$ cat src/inc/adcc_defs.svh
// register offsets, field positions and reset values of the conversion control block
`ifndef ADCC_DEFS_SVH
`define ADCC_DEFS_SVH
// ==========================================================
// register byte offsets
`define ADCC_OFS_SC1      6'h00
`define ADCC_OFS_SC2      6'h04
`define ADCC_OFS_RH       6'h08
`define ADCC_OFS_RL       6'h0C
`define ADCC_OFS_CVH      6'h10
`define ADCC_OFS_CVL      6'h14
`define ADCC_OFS_CFG      6'h18
// ==========================================================
// field positions
`define ADCC_SC1_DONE     7
`define ADCC_SC1_IEN      6
`define ADCC_SC1_CONT     5
`define ADCC_SC2_ACT      7
`define ADCC_SC2_TRIG     6
`define ADCC_SC2_CMPEN    5
`define ADCC_SC2_CMPGT    4
`define ADCC_CFG_TENBIT   0
// ==========================================================
// codes and reset values
`define ADCC_CH_OFF       5'h1F
`define ADCC_CH_RESET     5'h1F
`define ADCC_TENBIT_RESET 1'h1
`endif

$ cat src/inc/adcc_pkg.sv
// types shared by the conversion control block
package adcc_pkg;
  // converter sequencing states
  typedef enum logic [0:0] {
    ADCC_IDLE,
    ADCC_CONV
  } adcc_state_t;
endpackage

$ cat src/verilog/adcc_top.sv
// conversion control: apb registers, start/abort sequencing, done flag and result latching
// ==========================================================
// Notes on behaviour
// - writing the control register aborts and, with register-write trigger, restarts unless channel is all ones
// - done flag is read-only, set on every finish without compare
// - with compare on, done flag sets only when compare holds
// - done flag clears on control register write or low result read
// - interrupt asserts when done flag is set and interrupt enable is one
// - without continuous mode one conversion per start
// - with continuous mode conversions repeat after the starting event
// - channel field is five bits, with reference and reserved codes
// - channel all ones powers converter off and isolates inputs
// - stopping with all ones starts no extra conversion
// - single mode drops to low power after a conversion
// - active status sets on start, clears on a single-mode finish or on an abort without restart
// - trigger select chooses register write or hardware trigger
// - compare is less-than by default, greater-or-equal when selected
// - in ten-bit mode a high result read locks results until low read
`include "adcc_defs.svh"

module adcc_top
  import adcc_pkg::*;
#(
  parameter int RES_W = 10              // converter resolution
) (
  input  wire logic             sys_clk_i,      // module clock, 20 MHz
  input  wire logic             resetn_i,       // async reset, active low
  input  wire logic             ce_i,           // clock enable, freezes state
  input  wire logic             psel_i,         // apb select
  input  wire logic             penable_i,      // apb enable
  input  wire logic             pwrite_i,       // apb direction
  input  wire logic [5:0]       paddr_i,        // apb byte address
  input  wire logic [31:0]      pwdata_i,       // apb write data
  output logic      [31:0]      prdata_o,       // apb read data
  output logic                  pready_o,       // apb ready
  output logic                  pslverr_o,      // apb error, unmapped address
  input  wire logic             hw_trigger_input_i, // hardware trigger pin
  input  wire logic             conv_done_i,    // analog core finished, pulse
  input  wire logic [RES_W-1:0] conv_result_i,  // analog core result
  output logic                  conv_start_o,   // start pulse to core
  output logic                  conv_abort_o,   // abort pulse to core
  output logic      [4:0]       channel_o,      // selected input code
  output logic                  power_on_o,     // converter powered, inputs connected
  output logic                  done_irq_o      // conversion interrupt, level
);

  // ==========================================================
  // register state
  adcc_state_t      state;
  logic             conversion_done_flag;
  logic             done_irq_enable;
  logic             continuous_enable;
  logic [4:0]       channel_select;
  logic             trigger_select;
  logic             compare_enable;
  logic             compare_greater_select;
  logic             ten_bit_mode;
  logic [1:0]       result_high_reg;
  logic [7:0]       result_low_reg;
  logic [1:0]       compare_high;
  logic [7:0]       compare_low;
  logic             result_lock;
  logic             hw_s1;
  logic             hw_s2;
  logic             hw_s3;
  logic             hw_level;

  // ==========================================================
  // bus decode
  logic             setup_ph;
  logic             acc_wr;
  logic             acc_rd;
  logic             wr_sc1;
  logic             rd_rl;
  logic             rd_rh;
  logic             addr_ok;
  logic             new_off;
  logic             hw_rise;
  logic             sw_start;
  logic             hw_start;
  logic             restart;
  logic             start;
  logic             fin;
  logic             cmp_true;
  logic             done_ok;
  logic [9:0]       res_val;
  logic [9:0]       cmp_val;

  // every access finishes in its first access cycle
  assign setup_ph = psel_i & ~penable_i;
  assign acc_wr   = psel_i & penable_i & pwrite_i & pready_o;
  assign acc_rd   = psel_i & penable_i & ~pwrite_i & pready_o;
  assign wr_sc1   = acc_wr & (paddr_i == `ADCC_OFS_SC1);
  assign rd_rl    = acc_rd & (paddr_i == `ADCC_OFS_RL);
  assign rd_rh    = acc_rd & (paddr_i == `ADCC_OFS_RH);
  assign addr_ok  = (paddr_i == `ADCC_OFS_SC1) | (paddr_i == `ADCC_OFS_SC2) |
                    (paddr_i == `ADCC_OFS_RH)  | (paddr_i == `ADCC_OFS_RL)  |
                    (paddr_i == `ADCC_OFS_CVH) | (paddr_i == `ADCC_OFS_CVL) |
                    (paddr_i == `ADCC_OFS_CFG);

  // ==========================================================
  // start and finish conditions
  assign new_off  = (pwdata_i[4:0] == `ADCC_CH_OFF);
  assign hw_rise  = (hw_s2 == hw_s3) & hw_s2 & ~hw_level;
  // a write with the off code starts nothing, so no trailing conversion
  assign sw_start = wr_sc1 & ~new_off & ~trigger_select;
  // further triggers are ignored while a conversion runs
  assign hw_start = ~wr_sc1 & hw_rise & trigger_select & (state == ADCC_IDLE) &
                    (channel_select != `ADCC_CH_OFF);
  // a finish beside a control write belongs to the aborted conversion and is dropped
  assign fin      = ~wr_sc1 & (state == ADCC_CONV) & conv_done_i;
  // continuous mode relaunches straight from the finish, no new trigger needed
  assign restart  = fin & continuous_enable;
  assign start    = sw_start | hw_start | restart;

  // ==========================================================
  // compare, 8-bit mode takes the top bits and compares low byte only
  assign res_val  = ten_bit_mode ? conv_result_i[9:0] : {2'h0, conv_result_i[9:2]};
  assign cmp_val  = ten_bit_mode ? {compare_high, compare_low} : {2'h0, compare_low};
  assign cmp_true = compare_greater_select ? (res_val >= cmp_val)
                                           : (res_val < cmp_val);
  assign done_ok  = fin & (~compare_enable | cmp_true);

  // ==========================================================
  // hardware trigger pin synchroniser, change counts when stages 2 and 3 agree
  always_ff @(posedge sys_clk_i or negedge resetn_i) begin
    if (!resetn_i) begin
      hw_s1    <= 1'b0;
      hw_s2    <= 1'b0;
      hw_s3    <= 1'b0;
      hw_level <= 1'b0;
    end else if (ce_i) begin
      hw_s1 <= hw_trigger_input_i;
      hw_s2 <= hw_s1;
      hw_s3 <= hw_s2;
      if (hw_s2 == hw_s3) begin
        hw_level <= hw_s2;
      end
    end
  end

  // ==========================================================
  // sequencer: a control write overrides a finish in the same cycle
  always_ff @(posedge sys_clk_i or negedge resetn_i) begin
    if (!resetn_i) begin
      state <= ADCC_IDLE;
    end else if (ce_i) begin
      if (wr_sc1) begin
        state <= sw_start ? ADCC_CONV : ADCC_IDLE;
      end else if (fin) begin
        state <= restart ? ADCC_CONV : ADCC_IDLE;
      end else if (hw_start) begin
        state <= ADCC_CONV;
      end
    end
  end

  // converter power follows the sequencer, so it doubles as the active status
  // single mode falls back to low power on its own, no off code needed
  always_ff @(posedge sys_clk_i or negedge resetn_i) begin
    if (!resetn_i) begin
      power_on_o <= 1'b0;
    end else if (ce_i) begin
      if (wr_sc1) begin
        power_on_o <= sw_start;
      end else if (fin) begin
        power_on_o <= restart;
      end else if (hw_start) begin
        power_on_o <= 1'b1;
      end
    end
  end

  // one-cycle pulses to the core; a restarting write raises both at once,
  // so the core must give the start priority or the new conversion is lost
  always_ff @(posedge sys_clk_i or negedge resetn_i) begin
    if (!resetn_i) begin
      conv_start_o <= 1'b0;
      conv_abort_o <= 1'b0;
    end else if (ce_i) begin
      conv_start_o <= start;
      conv_abort_o <= wr_sc1 & (state == ADCC_CONV);
    end
  end

  // ==========================================================
  // done flag: hardware set wins over a low result read clear in the same cycle; a control write drops the finish
  always_ff @(posedge sys_clk_i or negedge resetn_i) begin
    if (!resetn_i) begin
      conversion_done_flag <= 1'b0;
    end else if (ce_i) begin
      if (done_ok) begin
        conversion_done_flag <= 1'b1;
      end else if (wr_sc1 | rd_rl) begin
        conversion_done_flag <= 1'b0;
      end
    end
  end

  // interrupt follows the flag gated by its enable
  always_ff @(posedge sys_clk_i or negedge resetn_i) begin
    if (!resetn_i) begin
      done_irq_o <= 1'b0;
    end else if (ce_i) begin
      done_irq_o <= conversion_done_flag & done_irq_enable;
    end
  end

  // ==========================================================
  // first control register fields, written as a whole by software
  always_ff @(posedge sys_clk_i or negedge resetn_i) begin
    if (!resetn_i) begin
      done_irq_enable   <= 1'b0;
      continuous_enable <= 1'b0;
      channel_select    <= `ADCC_CH_RESET;
    end else if (ce_i) begin
      if (wr_sc1) begin
        done_irq_enable   <= pwdata_i[`ADCC_SC1_IEN];
        continuous_enable <= pwdata_i[`ADCC_SC1_CONT];
        channel_select    <= pwdata_i[4:0];
      end
    end
  end

  // trigger and compare mode bits; the active bit beside them is read-only
  always_ff @(posedge sys_clk_i or negedge resetn_i) begin
    if (!resetn_i) begin
      trigger_select         <= 1'b0;
      compare_enable         <= 1'b0;
      compare_greater_select <= 1'b0;
    end else if (ce_i) begin
      if (acc_wr & (paddr_i == `ADCC_OFS_SC2)) begin
        trigger_select         <= pwdata_i[`ADCC_SC2_TRIG];
        compare_enable         <= pwdata_i[`ADCC_SC2_CMPEN];
        compare_greater_select <= pwdata_i[`ADCC_SC2_CMPGT];
      end
    end
  end

  // compare value halves; the high half is ignored in 8-bit mode
  always_ff @(posedge sys_clk_i or negedge resetn_i) begin
    if (!resetn_i) begin
      compare_high <= 2'h0;
      compare_low  <= 8'h00;
    end else if (ce_i) begin
      if (acc_wr & (paddr_i == `ADCC_OFS_CVH)) begin
        compare_high <= pwdata_i[1:0];
      end
      if (acc_wr & (paddr_i == `ADCC_OFS_CVL)) begin
        compare_low <= pwdata_i[7:0];
      end
    end
  end

  // resolution select; switching it leaves stale data in the result registers
  always_ff @(posedge sys_clk_i or negedge resetn_i) begin
    if (!resetn_i) begin
      ten_bit_mode <= `ADCC_TENBIT_RESET;
    end else if (ce_i) begin
      if (acc_wr & (paddr_i == `ADCC_OFS_CFG)) begin
        ten_bit_mode <= pwdata_i[`ADCC_CFG_TENBIT];
      end
    end
  end

  // channel code straight to the analog mux; all ones means isolated
  always_ff @(posedge sys_clk_i or negedge resetn_i) begin
    if (!resetn_i) begin
      channel_o <= `ADCC_CH_RESET;
    end else if (ce_i) begin
      if (wr_sc1) begin
        channel_o <= pwdata_i[4:0];
      end
    end
  end

  // ==========================================================
  // result registers and the high-then-low read interlock
  always_ff @(posedge sys_clk_i or negedge resetn_i) begin
    if (!resetn_i) begin
      result_lock <= 1'b0;
    end else if (ce_i) begin
      if (~ten_bit_mode | rd_rl) begin
        result_lock <= 1'b0;
      end else if (rd_rh) begin
        result_lock <= 1'b1;
      end
    end
  end

  // a result finishing while locked is lost, which software must accept
  always_ff @(posedge sys_clk_i or negedge resetn_i) begin
    if (!resetn_i) begin
      result_high_reg <= 2'h0;
      result_low_reg  <= 8'h00;
    end else if (ce_i) begin
      if (done_ok & ~result_lock) begin
        result_high_reg <= res_val[9:8];
        result_low_reg  <= res_val[7:0];
      end
    end
  end

  // ==========================================================
  // apb answer, prepared in setup so it stands through the access cycle
  always_ff @(posedge sys_clk_i or negedge resetn_i) begin
    if (!resetn_i) begin
      pready_o <= 1'b0;
    end else if (ce_i) begin
      pready_o <= setup_ph;
    end
  end

  // unmapped addresses answer with an error and touch no register
  always_ff @(posedge sys_clk_i or negedge resetn_i) begin
    if (!resetn_i) begin
      pslverr_o <= 1'b0;
    end else if (ce_i) begin
      pslverr_o <= setup_ph & ~addr_ok;
    end
  end

  // read data is latched in setup, so software sees the registers as of that edge
  always_ff @(posedge sys_clk_i or negedge resetn_i) begin
    if (!resetn_i) begin
      prdata_o <= 32'h00000000;
    end else if (ce_i) begin
      if (setup_ph & ~pwrite_i) begin
        case (paddr_i)
          `ADCC_OFS_SC1: prdata_o <= {24'h000000, conversion_done_flag, done_irq_enable,
                                      continuous_enable, channel_select};
          `ADCC_OFS_SC2: prdata_o <= {24'h000000, (state == ADCC_CONV), trigger_select,
                                      compare_enable, compare_greater_select,
                                      4'h0};
          `ADCC_OFS_RH:  prdata_o <= {30'h00000000, result_high_reg};
          `ADCC_OFS_RL:  prdata_o <= {24'h000000, result_low_reg};
          `ADCC_OFS_CVH: prdata_o <= {30'h00000000, compare_high};
          `ADCC_OFS_CVL: prdata_o <= {24'h000000, compare_low};
          `ADCC_OFS_CFG: prdata_o <= {31'h00000000, ten_bit_mode};
          default:       prdata_o <= 32'h00000000;
        endcase
      end
    end
  end

endmodule

$ cat config.mk
export PLATFORM = sky130hd
export DESIGN_NAME = adcc_top
export DESIGN_NICKNAME = d
export VERILOG_FILES = /design/src/inc/adcc_pkg.sv /design/src/verilog/adcc_top.sv
export VERILOG_INCLUDE_DIRS = /design/src /design/src/inc
export SDC_FILE = /design/constraint.sdc
export NUM_CORES = 1
export LEC_CHECK = 0
export BUFFER_PORTS_ARGS = -buffer_cell sky130_fd_sc_hd__buf_2
export CORE_MARGIN = 8
export CORE_UTILIZATION = 35
export DETAILED_ROUTE_END_ITERATION = 8
export SLEW_MARGIN = 40
export SYNTH_ARGS = -nofsm -noshare
export SYNTH_HDL_FRONTEND = slang
export SYNTH_SLANG_ARGS = --single-unit
$ cat constraint.sdc
create_clock -name sys_clk_i -period 3.2 [get_ports sys_clk_i]
set_clock_uncertainty 0.05 [all_clocks]
set_input_delay 0.64 -clock sys_clk_i [delete_from_list [all_inputs] [get_ports sys_clk_i]]
set_output_delay 0.64 -clock sys_clk_i [all_outputs]
set_load 0.05 [all_outputs]
; Yosys cells after proc, flatten, opt, wreduce, memory -nomap -nowiden
; Cells that the tools add are included.
[totals]
wordCells = 118
input_bits = 56
out_inout_bits = 43
regBits = 76
[classes]
muxes = 15
bitwise = 52
n_lt_le_gt_ge = 2
reduce_logical = 15
n_eq_ne = 9
[ops]
columns = operator, n
row1 = $pmux 8 s7, 1
row2 = $and 1x1->1, 30
row3 = $reduce_and 2->1, 11
row4 = $mux 10, 2
row5 = $eq 6x5->1 const B, 3
row6 = $eq 6x4->1 const B, 2
row7 = $mux 1, 12
row8 = $not 1->1, 11
row9 = $or 1x1->1, 11
row10 = $ge 10x10->1, 1
row11 = $lt 10x10->1, 1
row12 = $eq 6x3->1 const B, 1
row13 = $logic_not 6->1, 1
row14 = $eq 5x5->1 const B, 1
row15 = $ne 5x5->1 const B, 1
row16 = $reduce_bool 2->1, 2
row17 = $reduce_bool 3->1, 1
row18 = $eq 1x1->1, 1

; Logic depth before layout (Yosys ltp)
; Gate-level depths: netlist of the first run.
[depth]
ltp_word = 12
depth_mapped = 10

; Worst setup path before layout of the first run
; No wires, ideal clock.
[synth_timing]
path_kind = register -> register
from = register ten_bit_mode
to = register result_high_reg[0]
path_slack_ps = -250
synth_period_minus_slack_ps = 3450
stages_incl_launch_ff = 11
arrival_time_ps = 3275
path_cell_list = dfstp_2 -> clkbuf_1 -> clkbuf_1 -> mux2_2 -> ha_1 -> a211oi_1 -> nor2_1 -> a2111o_1 -> mux2i_1 -> nor3_4 -> mux2_4
[synth_via]
elab_chain_cells = 7
elab_cells_between_ends = 9
cone_classes = order compare (2) / mux (3) / bitwise (3) / reduce/logical (1)
[synth_rtl]
columns = item, line_no
row1 = "start, declared", adcc_top.sv:57  ; logic ten_bit_mode;
row2 = "start signal, assigned", adcc_top.sv:258  ; ten_bit_mode <= `ADCC_TENBIT_RESET;
row3 = "start signal, assigned", adcc_top.sv:261  ; ten_bit_mode <= pwdata_i[`ADCC_CFG_TENBIT];
row4 = $mux 10 *, adcc_top.sv:118  ; assign res_val = ten_bit_mode ? conv_result_i[9:0] : {2'h0, conv_result_i[9:2]};
row5 = net res_val[7], adcc_top.sv:86  ; logic [9:0] res_val;
row6 = $lt 10x10->1 or $ge 10x10->1 (tied branches), "adcc_top.sv:121, adcc_top.sv:120"
row7 = $mux 1 *, adcc_top.sv:120  ; assign cmp_true = compare_greater_select ? (res_val >= cmp_val)
row8 = $or 1x1->1 *, adcc_top.sv:122  ; assign done_ok = fin & (~compare_enable | cmp_true);
row9 = $and 1x1->1 *, adcc_top.sv:122
row10 = $and 1x1->1 *, adcc_top.sv:297  ; if (done_ok & ~result_lock) begin
row11 = $reduce_and 2->1 (no source line) *, n/a
row12 = "end signal, assigned", adcc_top.sv:298  ; result_high_reg <= res_val[9:8];
row13 = "end, declared", adcc_top.sv:58  ; logic [1:0] result_high_reg;
; The timed path passes the listed nets; every way through them passes the cells marked *.
; A chain may end at the register's enable or synchronous reset.

; Final worst setup path of the first run
[layout_timing]
from = register ten_bit_mode
to = register result_high_reg[1]
; The elaborated chain is that of the path after synthesis.

==> run summary, run 1 <==
Diode count: 0
First-pass iteration count of the detailed router: 4
Starting density of the core: 0.3583
Ys async rst share: 1.000
Worst-path cell chain: buf_4, mux2_2, ha_4, a211oi_2, nor2_1, a2111o_1, mux2i_2, nor3_4, buf_12, mux2_4
GRT Total Usage: 0.1213
Slew Viols, Final: 0
Final routed DRC violation total: 0
Total power draw: 1.422 mW
Largest net degree at the start of global routing: 38
Critical Path RT: 3.34 ns
Post-synth cell types: 40
Synth area leader: dfrtp_1
Die width: 107.2 µm
Layout Utilization: 0.4162
Max Freq: 0.3289 GHz
Combinational fraction of design power: 0.231
Final Hold Viols: 0
Synth top cells by count: 45 x dfrtp_1, 33 x mux2_2, 24 x buf_4, 15 x inv_1, 14 x nor2_1
P_leak: 1.599 nW
Buffers added on ports: 50
GR Overflow Total: 0
Placeable Area: 8134 µm²
Total net switching power: 477.0 µW
# setup viols final: 0
Die Y: 107.2 µm
Fillers: 803
WS Path Type: flop to flop
Setup_tns: 0 ns
Antenna violations before repair: 0
IO Pins: 99
Synthesized cell area: 2914 µm²
Peak VDD IR: 205.4 µV
Final nets: 387
Post-synth top area share: 0.3864
CP startpoint kind: flop
Sequential-to-total area share from yosys stat: 0.4405
Worst-Skew Late Latency: 0.31 ns
HPWL after DPL: 5552 µm
Total CTS buffers: 5
Most common cell in the netlist: dfrtp_1
Switching Share: 0.3354
Final period util: 0.9502
Die area: 11500 µm²
Clock share of power: 0.259
Clk buf depth: 2
Root buffer cell: clkbuf_8
Vias in the first global route: 2171
Internal power: 945.2 µW
Syn Area/Cell: 11.21 µm²
Sequential share of power: 0.510
Outcome: complete, no violations
DR WL/cell: 16.20 µm
TritonCTS clock tree: built
Syn-to-layout area delta: 16.19%
Routed Wire Length: 6900 µm
RD Place Congestion: 0.7972
Largest stage delay on the critical path: 0.64 ns
Total number of vias: 2098
Most area-consuming cells after synthesis: dfrtp_1 39%, mux2_2 13%, buf_4 6.2%, dfstp_2 5.4%, ha_1 4.7%
PD cells: 420.1 nW/µm²
Dpl cell area: 3277 µm²
Post-Place Cells: 415
Post-synthesis cell count: 260
Post-synth EDFFs: 0
Worst-path clk slew: 0.10 ns
Crit path max fanout: 10
Slowest-stage cell, CP: dfstp_2
Share of cells above drive strength 1: 0.4050
Yosys Warn Count: 0
Initial drt markers: 74
Final Non-Filler Cells: 426
# H-tree levels: 2
Max cap viols: 0
Sink Count: 51
First-pass GRT wire length: 11120 µm
Vias/cell: 4.925
Hold WC Path Type: primary input to async pin
ANT nets after route: 0
Yosys reg bits: 51
Ys flop type: dfrtp_1
Critical path arrival: 3.18 ns
Final instance area: 3386 µm²
Rows: 33
CP Capture Type: flop
Tmin final: 3.041 ns
## metal layers
layer,global-route usage,share of wire,wire length [µm],vias up
li1,-,-,-,1016
met5,0,0,0,-
met3,0.02699,0.064,441,9
met1,0.1709,0.49,3412,1007
met4,0.04623,0.018,121,0
met2,0.1756,0.42,2924,66
## final cells by class
type	instances	area, µm²	area share
Multi-Input combinational cell	185	1475	0.4357
Sequential cell	51	1284	0.3792
Timing Repair Buffer	62	352.8	0.1042
Tap cell	105	131.4	0.03880
Clock buffer	6	72.57	0.02143
Inverter	15	56.30	0.01663
Clock inverter	2	13.76	0.004065
## timing repair
action | 4_1_cts | 5_1_grt
gates resized for setup | 0 | 0
endpoints found under the setup margin | 0 | 9
setup buffers | 0 | 3
hold buffers | 0 | 0
## critical path: cells and delay by family (launching register included)
kind                     cells  cell delay (ns)
AO/OA/AOI/OAI                2             0.56
adder cells (fa/ha/maj)      1             0.25
buffers and inverters        2             0.32
flip-flops                   1             0.64
multiplexers                 3             0.85
AND/OR/NAND/NOR              2             0.24
## power by group through the flow
stage / clock (mW) / combinational (mW) / sequential, mW
after CTS: 0.385 / 0.331 / 0.727
after detailed placement: 0 / 0.331 / 0.739
after global placement: 0 / 0.326 / 0.737
final: 0.368 / 0.328 / 0.726
after global routing: 0.407 / 0.356 / 0.735
after floorplan: 0 / 0.183 / 0.814
## through the flow
stage	setup slack (ns)	hold WS [ns]
5_1_grt	-0.004581	0.1864
3_5_place_dp	0.08289	0.4403
3_3_place_gp	0.09332	0.4345
4_1_cts	0.07588	0.1802
2_1_floorplan	0.006126	0.2944
6_report	0.1593	0.1729
## cells in the final DEF (no fill, tap or decap), types with 3 or more instances in the layout
cell      count
a31oi_1      12
nor3_1        4
nand4_1       3
a22oi_1      13
o21ai_0       8
dfrtp_1      45
mux2_4        9
and3_1        3
ha_1         10
a21oi_1       4
buf_4        11
dfstp_2       6
mux2_2       33
nor2_1       14
buf_2        50
mux2i_1       3
nand2_1      12
clkbuf_8      5
inv_1        15
nand3_1       7
conb_1       24
## kinds of logic (layout without fill, tap and decap cells)
kind of cell	count (synthesis)	after routing	synth area share
simple gates	59	59	0.1232
flops	51	51	0.4405
mux	47	47	0.1954
buf+inv	47	85	0.09231
compound gates	44	44	0.1000
fa+ha+maj	11	11	0.04723
other cells	1	24	0.001287
## worst paths after layout
check,start,slack [ns],endpoint,cells after the start
worst max-delay path,ten_bit_mode$_DFFE_PN1P_,0.16,result_high_reg[1]$_DFFE_PN0P_,10
worst min-delay path,resetn_i,0.17,conv_abort_o$_DFFE_PN0P_,1
worst max register to register,ten_bit_mode$_DFFE_PN1P_,0.16,result_high_reg[1]$_DFFE_PN0P_,10
worst min register to register,conv_abort_o$_DFFE_PN0P_,0.46,conv_abort_o$_DFFE_PN0P_,1
max in group asynchronous,resetn_i,2.10,channel_select[2]$_DFFE_PN1P_,2
min in group sys_clk_i,conv_abort_o$_DFFE_PN0P_,0.46,conv_abort_o$_DFFE_PN0P_,1
(Power assumes the default switching activity.)
==> inputs of run 2 (changes only) <==
--- a/config.mk
+++ b/config.mk
@@ -8,8 +8,9 @@
 export LEC_CHECK = 0
 export BUFFER_PORTS_ARGS = -buffer_cell sky130_fd_sc_hd__buf_2
 export CORE_MARGIN = 8
-export CORE_UTILIZATION = 35
+export CORE_UTILIZATION = 40
 export DETAILED_ROUTE_END_ITERATION = 8
+export PLACE_DENSITY = 0.68
 export SLEW_MARGIN = 40
 export SYNTH_ARGS = -nofsm -noshare
 export SYNTH_HDL_FRONTEND = slang
==> run 2 against run 1 <==
  * Core utilization up 5.6 points
  * Total power up 0.86%
  * Sequential cell count is the same
  * Register-to-register slack worse by 0.03 ns
==> run summary, run 2 (synthesis gave the netlist of run 1 again) <==
Worst-path clk slew: 0.10 ns
Die width: 101.4 µm
Largest stage delay on the critical path: 0.68 ns
CP Capture Type: flop
Final Non-Filler Cells: 418
RD Place Congestion: 0.8605
Setup_tns: 0 ns
Final instance area: 3371 µm²
Max Freq: 0.3261 GHz
Largest net degree at the start of global routing: 28
P_leak: 1.591 nW
Diode count: 0
Most common cell after layout, fill and taps aside: buf_2
Slowest-stage cell, CP: dfstp_4
# setup viols final: 0
Critical Path RT: 3.35 ns
Syn-to-layout area delta: 15.67%
Starting density of the core: 0.4083
IO Pins: 99
PD cells: 425.6 nW/µm²
CTS Hold Buffers Added: 0
Fillers: 703
Total number of vias: 2079
Max cap viols: 0
Vias/cell: 4.974
GR Overflow Total: 0
Most frequent cells in the layout: 51 x buf_2, 45 x dfrtp_1, 33 x mux2_2
Worst-margin pin slew: 0.6273 ns
Rows: 31
Final routed DRC violation total: 0
Final period util: 0.9584
Peak VDD IR: 299.4 µV
Worst-path cell chain: mux2_2, ha_1, a21oi_1, o21ai_0, a2111o_1, mux2i_2, nor3_4, buf_12, mux2_4
Worst-Skew Late Latency: 0.31 ns
CP top delay family: multiplexers
WS Path Type: flop to flop
Slew Viols, Final: 0
Die area: 10270 µm²
Sink Count: 51
HPWL after DPL: 5429 µm
Critical path arrival: 3.21 ns
Final Hold Slack: 0.2794 ns
# H-tree levels: 2
First-pass GRT wire length: 11000 µm
Buffers added on ports: 50
Total CTS buffers: 5
Antenna violations before repair: 0
TritonCTS clock tree: built
Clk buf depth: 2
Relative slew slack: 0.5818
First-pass iteration count of the detailed router: 4
Vias in the first global route: 2210
GRT Total Usage: 0.1367
Die Y: 101.4 µm
Final nets: 385
Final Hold Viols: 0
Routed Wire Length: 6873 µm
Tmin final: 3.067 ns
Hold WC Path Type: primary input to async pin
CP startpoint kind: flop
RSZ-0062 raised after global routing: no
Share of cells above drive strength 1: 0.4044
ANT nets after route: 0
Root buffer cell: clkbuf_8
Bufs and invs on worst path: 1
Placeable Area: 7137 µm²
Crit path max fanout: 10
Post-Place Cells: 407
DR WL/cell: 16.44 µm
Outcome: complete, no violations
Initial drt markers: 120
Dpl cell area: 3254 µm²
## run 2: metrics by stage
stage	worst slack, ns	total power [mW]	util
2_1_floorplan	0.006126	0.9975	-
3_3_place_gp	0.04557	1.060	0.4560
3_5_place_dp	0.01464	1.067	0.4560
4_1_cts	0.02151	1.450	0.4695
5_1_grt	0.01116	1.507	0.4723
6_report	0.1331	1.434	0.4723
## run 2: area by class of cell
| class | instances | area (µm²) | area share |
|---|---|---|---|
| clock buffer | 5 | 68.82 | 0.02042 |
| clock inverter | 3 | 23.77 | 0.007053 |
| inverter | 15 | 56.30 | 0.01670 |
| multi-input combinational | 185 | 1475 | 0.4376 |
| sequential | 51 | 1287 | 0.3820 |
| tap | 99 | 123.9 | 0.03675 |
| timing repair buffer | 60 | 335.3 | 0.09948 |
## run 2: worst paths after layout
check                                                  to  cells after the start  slack (ns)                      from
max in group asynchronous   channel_select[1]$_DFFE_PN1P_                      2        2.01                  resetn_i
min in group sys_clk_i           conv_abort_o$_DFFE_PN0P_                      1        0.46  conv_abort_o$_DFFE_PN0P_
setup reg to reg           result_high_reg[0]$_DFFE_PN0P_                      9        0.13  ten_bit_mode$_DFFE_PN1P_
hold reg to reg                  conv_abort_o$_DFFE_PN0P_                      1        0.46  conv_abort_o$_DFFE_PN0P_
setup / recovery           result_high_reg[0]$_DFFE_PN0P_                      9        0.13  ten_bit_mode$_DFFE_PN1P_
hold / removal                     done_irq_o$_DFFE_PN0P_                      1        0.28                  resetn_i
## run 2: routing by layer
| layer | vias up | share of wire | GRT usage |
|---|---|---|---|
| li1 | 1002 | - | - |
| met4 | 0 | 0.012 | 0.03895 |
| met1 | 1000 | 0.46 | 0.1781 |
| met3 | 7 | 0.072 | 0.03162 |
| met5 | - | 0 | 0 |
| met2 | 70 | 0.46 | 0.2206 |
## run 2: what timing repair did
action / in CTS / in global routing
endpoints found under the setup margin: 1 / 9
gates resized for setup: 1 / 0
setup buffers: 0 / 3
pin swaps: 0 / 1
cloned: 0 / 0
## run 2: worst register-to-register path: stages, from the launching register on
cell,delay (ns)
dfstp_4,0.68
mux2_2,0.38
ha_1,0.34
a21oi_1,0.13
o21ai_0,0.09
a2111o_1,0.44
mux2i_2,0.19
nor3_4,0.18
buf_12,0.17
mux2_4,0.31
## run 2: report_power, final
part,leakage (nW),switching [mW],internal (mW),total (mW)
Sequential,0.658,0.0301,0.695,0.726
Clock,0.0461,0.224,0.158,0.382
Combinational,0.887,0.232,0.0947,0.327
Total,1.59,0.486,0.948,1.43
==> inputs of run 3 (changes only) <==
==> constraint.sdc (replaced) <==
create_clock -name sys_clk_i -period 3.2 [get_ports sys_clk_i]
set_clock_uncertainty 0.05 [all_clocks]
set_input_delay 0.16 -clock sys_clk_i [delete_from_list [all_inputs] [get_ports sys_clk_i]]
set_output_delay 0.16 -clock sys_clk_i [all_outputs]
set_load 0.05 [all_outputs]
==> run 3 against run 2 <==
  * Global-route usage shrank 0.70 points
  * Sequential cell count did not move
  * Total power fell by 0.19%
  * First-iteration DRC count is 22% lower
  * Hold slack worse by 0.25 ns
  * Core utilization down 0.12 points
  * Combinational power about the same
  * Largest power group unchanged
  * Worst setup slack worse by 0.011 ns
  * Highest routed layer is now met5
  * Critical path depth up 1
  * Clock power down 1%
  * Cell area fell by 0.26%
  * Clock-buffer cell count stayed put
==> run summary, run 3 (synthesis gave the netlist of run 1 again) <==
Worst-Skew Late Latency: 0.31 ns
Final instance area: 3362 µm²
Die area: 10270 µm²
Hold WC Path Type: primary input to flop
RD Place Congestion: 0.8579
Final Hold Slack: 0.03038 ns
TritonCTS clock tree: built
RSZ-0062 raised after global routing: no
IO Pins: 99
Setup ws final: 0.1220 ns
Tmin final: 3.078 ns
Post-Place Cells: 404
Clk buf depth: 2
CP Capture Type: flop
First-pass iteration count of the detailed router: 4
Crit path max fanout: 10
GRT Total Usage: 0.1297
Syn-to-layout area delta: 15.37%
PD cells: 425.9 nW/µm²
Initial drt markers: 94
Multi-input combinational cell area: 1479 µm²
Critical path arrival: 3.22 ns
Worst-margin pin slew: 0.7403 ns
Largest net degree at the start of global routing: 32
Vias in the first global route: 2200
GR Overflow Total: 0
Max cap viols: 0
Final Non-Filler Cells: 416
Most common cell after layout, fill and taps aside: buf_2
# H-tree levels: 2
Total number of vias: 2079
Buffers added on ports: 50
Vias/cell: 4.998
Antenna violations before repair: 1
Post-Place Worst Slack: 0.008297 ns
Most frequent cells in the layout: 50 x buf_2, 45 x dfrtp_1, 33 x mux2_2
Total CTS buffers: 5
HPWL after DPL: 5346 µm
# setup viols final: 0
Final period util: 0.9619
Outcome: complete, no violations
WS Path Type: flop to flop
Final Hold Viols: 0
Share of cells above drive strength 1: 0.4006
Routed Wire Length: 6691 µm
Final nets: 383
Register area: 1287 µm²
CP startpoint kind: flop
Slew Viols, Final: 0
P_leak: 1.578 nW
Root buffer cell: clkbuf_8
Max Freq: 0.3249 GHz
Critical Path RT: 3.34 ns
Dpl cell area: 3232 µm²
ANT nets after route: 0
Fillers: 700
Relative slew slack: 0.5027
Setup_tns: 0 ns
Die Y: 101.4 µm
Die width: 101.4 µm
First-pass GRT wire length: 10540 µm
Final routed DRC violation total: 0
DR WL/cell: 16.08 µm
Placeable Area: 7137 µm²
Diode count: 0
Rows: 31
Sink Count: 51
Peak VDD IR: 278.4 µV
Worst-path clk slew: 0.10 ns
Starting density of the core: 0.4083
## run 3: cell count changes in the layout (fill, tap and decap cells not counted)
cell           change
a21oi_2            +1
clkbuf_2           +1
dlygate4sd3_1      +1
buf_2              -1
a21oi_1            -1
buf_4              -3
## run 3: critical path, stage by stage (launching register included)
cell      delay (ns)
dfstp_4         0.66
buf_4           0.13
mux2_2          0.37
ha_4            0.25
a211oi_2        0.17
nor2_1          0.08
a2111o_1        0.41
mux2i_2         0.19
nor3_4          0.17
buf_12          0.17
mux2_4          0.30
## run 3: area by class of cell
type | count | area share
sequential | 51 | 0.3830
inverter | 15 | 0.01675
clock buffer | 5 | 0.02047
timing repair buffer | 58 | 0.09602
multi-input combinational | 185 | 0.4399
clock inverter | 3 | 0.007071
tap | 99 | 0.03684
## run 3: worst paths after layout
kind                                          start                              to  slack (ns)  cells past startpoint
max                        ten_bit_mode$_DFFE_PN1P_  result_high_reg[0]$_DFFE_PN0P_        0.12                     10
min                              hw_trigger_input_i               hw_s1$_DFFE_PN0P_        0.03                      2
max reg2reg                ten_bit_mode$_DFFE_PN1P_  result_high_reg[0]$_DFFE_PN0P_        0.12                     10
min reg2reg                conv_abort_o$_DFFE_PN0P_        conv_abort_o$_DFFE_PN0P_        0.45                      1
max in group asynchronous                  resetn_i   channel_select[0]$_DFFE_PN1P_        2.01                      3
min in group asynchronous                  resetn_i           pslverr_o$_DFFE_PN0P_        0.29                      2
## run 3: through the flow
| stage | utilization | power [mW] |
|---|---|---|
| floorplan | - | 0.9975 |
| global placement | 0.4528 | 1.059 |
| detailed placement | 0.4528 | 1.066 |
| CTS | 0.4677 | 1.446 |
| global route | 0.4711 | 1.511 |
| finish | 0.4711 | 1.432 |
## run 3: per-layer routing
metal  GRT usage  routed length [µm]  up-vias
met2      0.2115                3072       78
met4     0.03436                  86        2
li1            -                   -     1002
met3     0.03162                 561        8
met5           0                   8        -
met1      0.1671                2963      989
## run 3: report_power, final
part	total, mW	leakage (nW)	internal, mW	switching (mW)
registers	0.725	0.658	0.695	0.0293
logic	0.329	0.874	0.0956	0.233
clock network	0.378	0.0461	0.158	0.220
## run 3: what timing repair did
action / CTS / global route
buffers inserted: 0 / 3
endpoints found under the setup margin: 9 / 9
resized for setup: 1 / 1
endpoints found under the hold margin: 20 / 0
pin swaps: 0 / 1
hold buffers: 1 / 0
